--- src/gaebc_pkg.sv ---
// Package for the gain and echo balance configuration bank.
// Assumes a single 10 MHz system clock and a host that writes whole bytes.
package gaebc_pkg;
   // Register selection codes on the write port
   localparam logic [2:0] GAEBC_SEL_TX_GAIN = 3'h0;
   localparam logic [2:0] GAEBC_SEL_RX_GAIN = 3'h1;
   localparam logic [2:0] GAEBC_SEL_ECHO_CTRL = 3'h2;
   localparam logic [2:0] GAEBC_SEL_ECHO_LOW = 3'h3;
   localparam logic [2:0] GAEBC_SEL_ECHO_HIGH = 3'h4;
   localparam int GAEBC_NREGS = 5;
   // Power-on values: no output, cancellation off
   localparam logic [7:0] GAEBC_GAIN_RST = 8'h00;
   localparam logic [7:0] GAEBC_ECHO_RST = 8'h00;
   localparam logic [7:0] GAEBC_GAIN_MUTE = 8'h00;
   localparam logic [7:0] GAEBC_LOW_BYPASS = 8'h00;
   // Gain code offsets: transmit and receive
   localparam int GAEBC_TX_OFFSET = 191;
   localparam int GAEBC_RX_OFFSET = 174;
   // Control register field positions
   localparam int GAEBC_BIT_ENABLE = 7;
   localparam int GAEBC_BIT_NOINV = 6;
   localparam int GAEBC_BIT_HIGH_EN = 5;
   localparam int GAEBC_ATT_MSB = 4;
   localparam logic [4:0] GAEBC_ATT_MAX = 5'h18;
endpackage : gaebc_pkg

--- src/gaebc_reg8.sv ---
// One eight-bit configuration register with synchronous clear.
// Assumes the write strobe comes from logic on the same clock.
module gaebc_reg8
   import gaebc_pkg::*;
#(
   parameter logic [7:0] RST_VAL = 8'h00
) (
   // Clock and reset
   input wire logic clk_sys_i,
   input wire logic resetn_i,
   // Write side
   input wire logic wr_i,
   input wire logic [7:0] data_i,
   // Stored value
   output logic [7:0] q_o
);
   logic [7:0] val_ff;
   logic [7:0] nxt_val;

   // Hold whole byte until next write
   always_comb begin
      nxt_val = wr_i ? data_i : val_ff; // RQ15
   end

   // Register stage
   always_ff @(posedge clk_sys_i) begin
      if (!resetn_i) begin
         val_ff <= RST_VAL;
      end else begin
         val_ff <= nxt_val;
      end
   end

   assign q_o = val_ff;
endmodule : gaebc_reg8

--- src/gaebc_top.sv ---
// Gain and echo balance configuration bank of a voice codec.
// Assumes the control port has already decoded the instruction and
// delivers byte 2 with a one-cycle write strobe and a register select.
// How it works
// RQ1 - The transmit gain code sets the transmit level in 0.1 dB steps with code offset 191.
// RQ2 - Transmit code zero mutes, code one is -19 dBm and all ones is +6.4 dBm.
// RQ3 - The receive gain code sets the receive level in 0.1 dB steps, one step per code.
// RQ4 - The host computes the receive code with offset 174 and writes it in binary.
// RQ5 - Receive code zero mutes, code one is -17.3 dBm and all ones is +8.1 dBm.
// RQ6 - Control bit 7 low turns all cancellation off, high turns it on.
// RQ7 - Control bit 6 picks inverted echo phase when low and no inversion when high.
// RQ8 - Control bit 5 bypasses the high band section when low and enables it when high.
// RQ9 - Control bits 4 to 0 set the cancellation attenuation from -2.5 dB to -8.5 dB.
// RQ10 - After power-up the cancellation filter stays disabled until programmed.
// RQ11 - A low band setting of all zeros bypasses the low band section, else it is active.
// RQ12 - The high band setting holds its pole and zero codes independently.
// RQ13 - The host programs all three echo balance registers for a full setup.
// RQ14 - Each setting arrives as byte 2 of a two-byte control instruction.
// RQ15 - Each written byte is stored whole and shown unchanged until rewritten or reset.
module gaebc_top
   import gaebc_pkg::*;
(
   // Clock and reset
   input wire logic clk_sys_i,
   input wire logic resetn_i,
   // Byte 2 write port from control interface
   input wire logic wr_i,
   input wire logic [2:0] sel_i,
   input wire logic [7:0] wdata_i,
   // Read port
   input wire logic [2:0] rsel_i,
   output logic [7:0] rdata_o,
   // Gain stage controls
   output logic [7:0] transmit_gain_o,
   output logic [7:0] receive_gain_o,
   output logic transmit_mute_o,
   output logic receive_mute_o,
   // Cancellation path controls
   output logic [7:0] echo_balance_control_o,
   output logic [7:0] echo_low_band_setting_o,
   output logic [7:0] echo_high_band_setting_o,
   output logic echo_enable_o,
   output logic echo_noninvert_o,
   output logic high_band_enable_o,
   output logic low_band_enable_o,
   output logic [4:0] cancellation_attenuation_field_o
);
   logic [7:0] regs_q [GAEBC_NREGS];
   logic [7:0] nxt_rdata;
   logic [7:0] rdata_ff;

   // One register per selection code
   genvar gi;
   generate
      for (gi = 0; gi < GAEBC_NREGS; gi++) begin : g_reg
         gaebc_reg8 #(
            .RST_VAL(gi < int'(GAEBC_SEL_ECHO_CTRL) ? GAEBC_GAIN_RST : GAEBC_ECHO_RST) // RQ10
         ) u_reg (
            .clk_sys_i(clk_sys_i),
            .resetn_i(resetn_i),
            .wr_i(wr_i && (sel_i == 3'(gi))), // RQ14
            .data_i(wdata_i),
            .q_o(regs_q[gi])
         );
      end
   endgenerate

   // Read mux, unmapped reads as zero
   always_comb begin
      if (rsel_i == GAEBC_SEL_TX_GAIN) begin
         nxt_rdata = regs_q[GAEBC_SEL_TX_GAIN];
      end else if (rsel_i == GAEBC_SEL_RX_GAIN) begin
         nxt_rdata = regs_q[GAEBC_SEL_RX_GAIN];
      end else if (rsel_i == GAEBC_SEL_ECHO_CTRL) begin
         nxt_rdata = regs_q[GAEBC_SEL_ECHO_CTRL];
      end else if (rsel_i == GAEBC_SEL_ECHO_LOW) begin
         nxt_rdata = regs_q[GAEBC_SEL_ECHO_LOW];
      end else if (rsel_i == GAEBC_SEL_ECHO_HIGH) begin
         nxt_rdata = regs_q[GAEBC_SEL_ECHO_HIGH];
      end else begin
         nxt_rdata = 8'h00;
      end
   end

   always_ff @(posedge clk_sys_i) begin
      if (!resetn_i) begin
         rdata_ff <= 8'h00;
      end else begin
         rdata_ff <= nxt_rdata;
      end
   end

   // Stored codes drive the analogue stages directly
   assign rdata_o = rdata_ff;
   assign transmit_gain_o = regs_q[GAEBC_SEL_TX_GAIN]; // RQ1
   assign receive_gain_o = regs_q[GAEBC_SEL_RX_GAIN]; // RQ3
   assign echo_balance_control_o = regs_q[GAEBC_SEL_ECHO_CTRL];
   assign echo_low_band_setting_o = regs_q[GAEBC_SEL_ECHO_LOW];
   assign echo_high_band_setting_o = regs_q[GAEBC_SEL_ECHO_HIGH]; // RQ12

   // Decoded flags held in flip-flops so outputs stay registered
   logic tx_mute_ff, rx_mute_ff, en_ff, noinv_ff, hi_ff, lo_ff;
   logic nxt_tx_mute, nxt_rx_mute, nxt_en, nxt_noinv, nxt_hi, nxt_lo;
   logic [4:0] att_ff;
   logic [4:0] nxt_att;

   // Decode the value each register will hold next cycle
   always_comb begin
      logic [7:0] ctl;
      ctl = (wr_i && sel_i == GAEBC_SEL_ECHO_CTRL) ? wdata_i : regs_q[GAEBC_SEL_ECHO_CTRL];
      nxt_tx_mute = (wr_i && sel_i == GAEBC_SEL_TX_GAIN) ? (wdata_i == GAEBC_GAIN_MUTE)
                    : (regs_q[GAEBC_SEL_TX_GAIN] == GAEBC_GAIN_MUTE); // RQ2
      nxt_rx_mute = (wr_i && sel_i == GAEBC_SEL_RX_GAIN) ? (wdata_i == GAEBC_GAIN_MUTE)
                    : (regs_q[GAEBC_SEL_RX_GAIN] == GAEBC_GAIN_MUTE); // RQ5
      nxt_en = ctl[GAEBC_BIT_ENABLE]; // RQ6
      nxt_noinv = ctl[GAEBC_BIT_NOINV]; // RQ7
      nxt_hi = ctl[GAEBC_BIT_ENABLE] & ctl[GAEBC_BIT_HIGH_EN]; // RQ8
      nxt_att = ctl[GAEBC_ATT_MSB:0]; // RQ9
      nxt_lo = ctl[GAEBC_BIT_ENABLE] &&
               (((wr_i && sel_i == GAEBC_SEL_ECHO_LOW) ? wdata_i
                 : regs_q[GAEBC_SEL_ECHO_LOW]) != GAEBC_LOW_BYPASS); // RQ11
   end

   always_ff @(posedge clk_sys_i) begin
      if (!resetn_i) begin
         // Flags follow the power-on codes so they never disagree with them
         tx_mute_ff <= (GAEBC_GAIN_RST == GAEBC_GAIN_MUTE);
         rx_mute_ff <= (GAEBC_GAIN_RST == GAEBC_GAIN_MUTE);
         en_ff <= GAEBC_ECHO_RST[GAEBC_BIT_ENABLE]; // RQ10
         noinv_ff <= GAEBC_ECHO_RST[GAEBC_BIT_NOINV];
         hi_ff <= GAEBC_ECHO_RST[GAEBC_BIT_ENABLE] & GAEBC_ECHO_RST[GAEBC_BIT_HIGH_EN];
         lo_ff <= 1'b0;
         att_ff <= GAEBC_ECHO_RST[GAEBC_ATT_MSB:0];
      end else begin
         tx_mute_ff <= nxt_tx_mute;
         rx_mute_ff <= nxt_rx_mute;
         en_ff <= nxt_en;
         noinv_ff <= nxt_noinv;
         hi_ff <= nxt_hi;
         lo_ff <= nxt_lo;
         att_ff <= nxt_att;
      end
   end

   assign transmit_mute_o = tx_mute_ff;
   assign receive_mute_o = rx_mute_ff;
   assign echo_enable_o = en_ff;
   assign echo_noninvert_o = noinv_ff;
   assign high_band_enable_o = hi_ff;
   assign low_band_enable_o = lo_ff;
   assign cancellation_attenuation_field_o = att_ff;

   // Checks
   property p_store;
      @(posedge clk_sys_i) disable iff (!resetn_i)
      wr_i && sel_i == GAEBC_SEL_TX_GAIN |=> transmit_gain_o == $past(wdata_i);
   endproperty
   a_store: assert property (p_store) else $error("tx gain not stored"); // RQ15
   property p_hold;
      @(posedge clk_sys_i) disable iff (!resetn_i)
      !(wr_i && sel_i == GAEBC_SEL_RX_GAIN) |=> $stable(receive_gain_o);
   endproperty
   a_hold: assert property (p_hold) else $error("rx gain changed"); // RQ15
   property p_txmute;
      @(posedge clk_sys_i) disable iff (!resetn_i)
      transmit_mute_o == (transmit_gain_o == GAEBC_GAIN_MUTE);
   endproperty
   a_txmute: assert property (p_txmute) else $error("tx mute wrong"); // RQ2
   property p_rxmute;
      @(posedge clk_sys_i) disable iff (!resetn_i)
      receive_mute_o == (receive_gain_o == GAEBC_GAIN_MUTE);
   endproperty
   a_rxmute: assert property (p_rxmute) else $error("rx mute wrong"); // RQ5
   property p_en;
      @(posedge clk_sys_i) disable iff (!resetn_i)
      echo_enable_o == echo_balance_control_o[GAEBC_BIT_ENABLE];
   endproperty
   a_en: assert property (p_en) else $error("enable wrong"); // RQ6
   property p_inv;
      @(posedge clk_sys_i) disable iff (!resetn_i)
      echo_noninvert_o == echo_balance_control_o[GAEBC_BIT_NOINV];
   endproperty
   a_inv: assert property (p_inv) else $error("phase wrong"); // RQ7
   property p_hi;
      @(posedge clk_sys_i) disable iff (!resetn_i)
      high_band_enable_o == (echo_balance_control_o[GAEBC_BIT_HIGH_EN] &&
                             echo_balance_control_o[GAEBC_BIT_ENABLE]);
   endproperty
   a_hi: assert property (p_hi) else $error("high band wrong"); // RQ8
   property p_att;
      @(posedge clk_sys_i) disable iff (!resetn_i)
      cancellation_attenuation_field_o == echo_balance_control_o[GAEBC_ATT_MSB:0];
   endproperty
   a_att: assert property (p_att) else $error("attenuation wrong"); // RQ9
   property p_lo;
      @(posedge clk_sys_i) disable iff (!resetn_i)
      low_band_enable_o == (echo_balance_control_o[GAEBC_BIT_ENABLE] &&
                            echo_low_band_setting_o != GAEBC_LOW_BYPASS);
   endproperty
   a_lo: assert property (p_lo) else $error("low band not bypassed"); // RQ11
   property p_rst;
      @(posedge clk_sys_i) !resetn_i |=> !echo_enable_o && echo_balance_control_o == 8'h00;
   endproperty
   a_rst: assert property (p_rst) else $error("filter not off after reset"); // RQ10
   c_tx: cover property (@(posedge clk_sys_i) wr_i && sel_i == GAEBC_SEL_TX_GAIN);
   c_en: cover property (@(posedge clk_sys_i) $rose(echo_enable_o));
   c_lo: cover property (@(posedge clk_sys_i) $rose(low_band_enable_o));
   c_att: cover property (@(posedge clk_sys_i) cancellation_attenuation_field_o == GAEBC_ATT_MAX);
endmodule : gaebc_top

--- config.mk ---
export PLATFORM = sky130hd
export DESIGN_NAME = gaebc_top
export DESIGN_NICKNAME = d
export VERILOG_FILES = /design/src/gaebc_pkg.sv /design/src/gaebc_reg8.sv /design/src/gaebc_top.sv
export SDC_FILE = /design/constraint.sdc
export NUM_CORES = 1
export LEC_CHECK = 0
export BUFFER_PORTS_ARGS = -buffer_cell sky130_fd_sc_hd__buf_2
export CAP_MARGIN = 15
export CORE_UTILIZATION = 30
export DETAILED_ROUTE_END_ITERATION = 12
export GPL_TIMING_DRIVEN = 0
export SYNTH_ARGS = -nofsm -noshare
export SYNTH_HDL_FRONTEND = slang
export SYNTH_SLANG_ARGS = --single-unit
export TNS_END_PERCENT = 10
--- constraint.sdc ---
create_clock -name clk_sys_i -period 1.4 [get_ports clk_sys_i]
set_input_delay 0.07 -clock clk_sys_i [delete_from_list [all_inputs] [get_ports clk_sys_i]]
set_output_delay 0.07 -clock clk_sys_i [all_outputs]
set_load 0.02 [all_outputs]
==> results.yml <==
status:
  status: "finished, final reports clean"
route:
  drtPass1Iterations: 4
  drcViolationCount: 0
  via_per_inst: 4.69
  vias: 2162
  first_iter_violations: 99
  wl_per_cell_um: 14.8
  drt-total-wl_um: 6820
  detail-route-antenna-nets: 0
yosys:
  synthesis.area_mm2: 0.00232
  synthArstFlopShare: 0
  synth_area_per_cell_um2: 8.27
  yosysSeqAreaShare: 0.448
  yosys_most_used_dff: "dfxtp_1"
  yosysWarnings: 0
  ys_types: 27
  synth-seq-cells: 52
  netlist.area_leader.share: 0.448
  synthTopCellsByArea: "dfxtp_1, nand2_1, a21boi_0"
  netlist_instances: 281
  synth_edf_count: 0
  synth.net_count: 298
  synth_top_area_cell: "dfxtp_1"
sta:
  hold_viol: 0
  rsz0062_at_grt: "false"
  fin_crit_sh: 0.771
  setup_tns_ps: 0
  maxSlewViolCount: 0
  relSlewSlack: 0.710
  finClkSkew_ps: 10.8
  worst_slew_pin_slew_ps: 434
  holdWs_ps: 62.4
  min_period_ps: 1080
  max_freq_mhz: 926
  finalSetupViolCount: 0
floorplan:
  core_area_mm2: 0.00737
  core.rowCount: 31
  fp.dieH_um: 90.0
  die_x_um: 90.0
  start_util: 0.315
  ioPinCount: 76
  fp.dieArea_mm2: 0.00811
cts:
  numCtsBuffers: 5
  cts_max_level: 2
  cts_resized: 0
  clk_latency_ps: 310
  clk_transition_reported_paths_ps: 100
  cts-root-buf: "clkbuf_8"
  postCtsSetupBuffers: 0
  clockBufferDepth: 2
  cts_tree: "yes"
  hold_buffers: 0
  cts.sinks: 52
final_layout:
  multiInputGateArea_mm2: 0.00112
  final_util: 0.394
  final_cells: 461
  final_common_cell: "buf_2"
  fill_cells: 801
  fin_nets: 378
  seq_area_mm2: 0.00104
  area_growth_pct: 24.9
  diodes: 0
  mostFrequentLayoutCells: "buf_2, nand2_1, dfxtp_1"
  drive_gt1_frac: 0.271
place:
  portBuffers: 73
  placed_cells: 453
  dp_hpwl_um: 5190
  gp_congestion: 0.894
power_and_ir_drop:
  power_frac_comb: 0.130
  internal_power_mw: 2.01
  power-per-cell-area_mw_per_mm2: 952
  clkPwrFrac: 0.312
  p_sw_frac: 0.274
  seqPwrFrac: 0.558
  p_sw_mw: 0.757
  leakage_nw: 1.26
  peakVddDrop_mv: 0.448
worst_setup_path:
  cp.required_ps: 1610
  crit_fanout: 4
  path_class: "flip-flop to flip-flop"
  worstPathArrival_ps: 1290
  start_kind: "flip-flop"
  r2r_setup_slack_ps: 320
  r2r-start: "g_reg[3].u_reg.q_o[3]$_SDFF_PN0_"
  cp-end-kind: "flip-flop"
  r2r_cells: 3
  timing.rr.end: "low_band_enable_o$_SDFF_PN0_"
min_path:
  hp-start: "wdata_i[7]"
  hp-class: "input pin to flip-flop"
  holdPathStages: 3
  hold-path-endpoint: "g_reg[3].u_reg.q_o[7]$_SDFF_PN0_"
grt:
  grt_usage: 0.177
  grt-ovfl-total: 0
  grt_pass1_wl_um: 11200
  antenna_found_initial: 0
  grt_pass1_vias: 2113
  grt_max_degree: 17
flow_run:
  drv_cap: 0
worst max path at each step:
stage	from	endpoint	slack (ps)	cells after the start
6_report	g_reg[3].u_reg.q_o[3]$_SDFF_PN0_	low_band_enable_o$_SDFF_PN0_	320	3
5_1_grt	g_reg[3].u_reg.q_o[3]$_SDFF_PN0_	low_band_enable_o$_SDFF_PN0_	240	3
4_1_cts	g_reg[3].u_reg.q_o[3]$_SDFF_PN0_	low_band_enable_o$_SDFF_PN0_	320	3
3_5_place_dp	wr_i	receive_mute_o$_SDFF_PN1_	140	6
3_3_place_gp	wr_i	receive_mute_o$_SDFF_PN1_	140	6
2_1_floorplan	rsel_i[2]	rdata_o[1]$_SDFF_PN0_	390	5
cells in the mapped netlist (8+ instances only):
cell type / number
nor2_1: 17
a21oi_1: 8
o22ai_1: 8
nor2b_1: 16
a21boi_1: 10
a21boi_0: 22
inv_1: 9
nand2_1: 66
o21ai_0: 8
dfxtp_1: 52
nor4_1: 8
buf_2: 8
mux2i_1: 16
area by class of cell:
| class | count | share of cell area |
|---|---|---|
| Tap cell | 99 | 0.0427 |
| Clock buffer | 6 | 0.0250 |
| Sequential cell | 52 | 0.359 |
| Inverter | 9 | 0.0116 |
| Clock inverter | 2 | 0.00560 |
| Multi-Input combinational cell | 197 | 0.386 |
| Timing Repair Buffer | 73 | 0.126 |
| Buffer | 23 | 0.0448 |
per-stage QoR:
step | worst slack (ps) | cell area (um2) | power [mW]
final | 320 | 2900 | 2.76
after global routing | 235 | 2900 | 2.88
after CTS | 317 | 2900 | 2.77
after detailed placement | 141 | 2810 | 1.93
after global placement | 140 | 2810 | 1.93
after floorplan | 388 | 2320 | 1.79
state kept, by name, indices dropped and copies added, names as in the netlist:
name                flops
g.u_reg.q_o            40
low_band_enable_o       1
transmit_mute_o         1
receive_mute_o          1
high_band_enable_o      1
rdata_o                 8
cells by family after synthesis:
logic type	synth area share
buffers and inverters	0.0705
AOI/OAI and AO/OA	0.170
and+or+nand+nor	0.243
muxes	0.0689
DFF	0.448
worst max-delay path: stages, from the launching register on:
cell and delay (ps):
dfxtp_1 350, nor4_1 370, nand3_1 120, o211a_1 150
power by group through the flow:
stage	combinational, mW	sequential, mW	clock [mW]
after CTS	0.358	1.54	0.872
final	0.359	1.54	0.863
after floorplan	0.173	1.62	0
after global placement	0.355	1.58	0
after detailed placement	0.357	1.58	0
after global routing	0.391	1.55	0.936
routing by layer:
| metal | global-route usage | share of wire | vias up |
|---|---|---|---|
| li1 | - | - | 1094 |
| met1 | 0.234 | 0.46 | 984 |
| met2 | 0.287 | 0.46 | 75 |
| met3 | 0.0338 | 0.065 | 9 |
| met4 | 0.0632 | 0.017 | 0 |
| met5 | 0 | 0 | - |
Note: power is estimated with default switching activity, not from simulation.
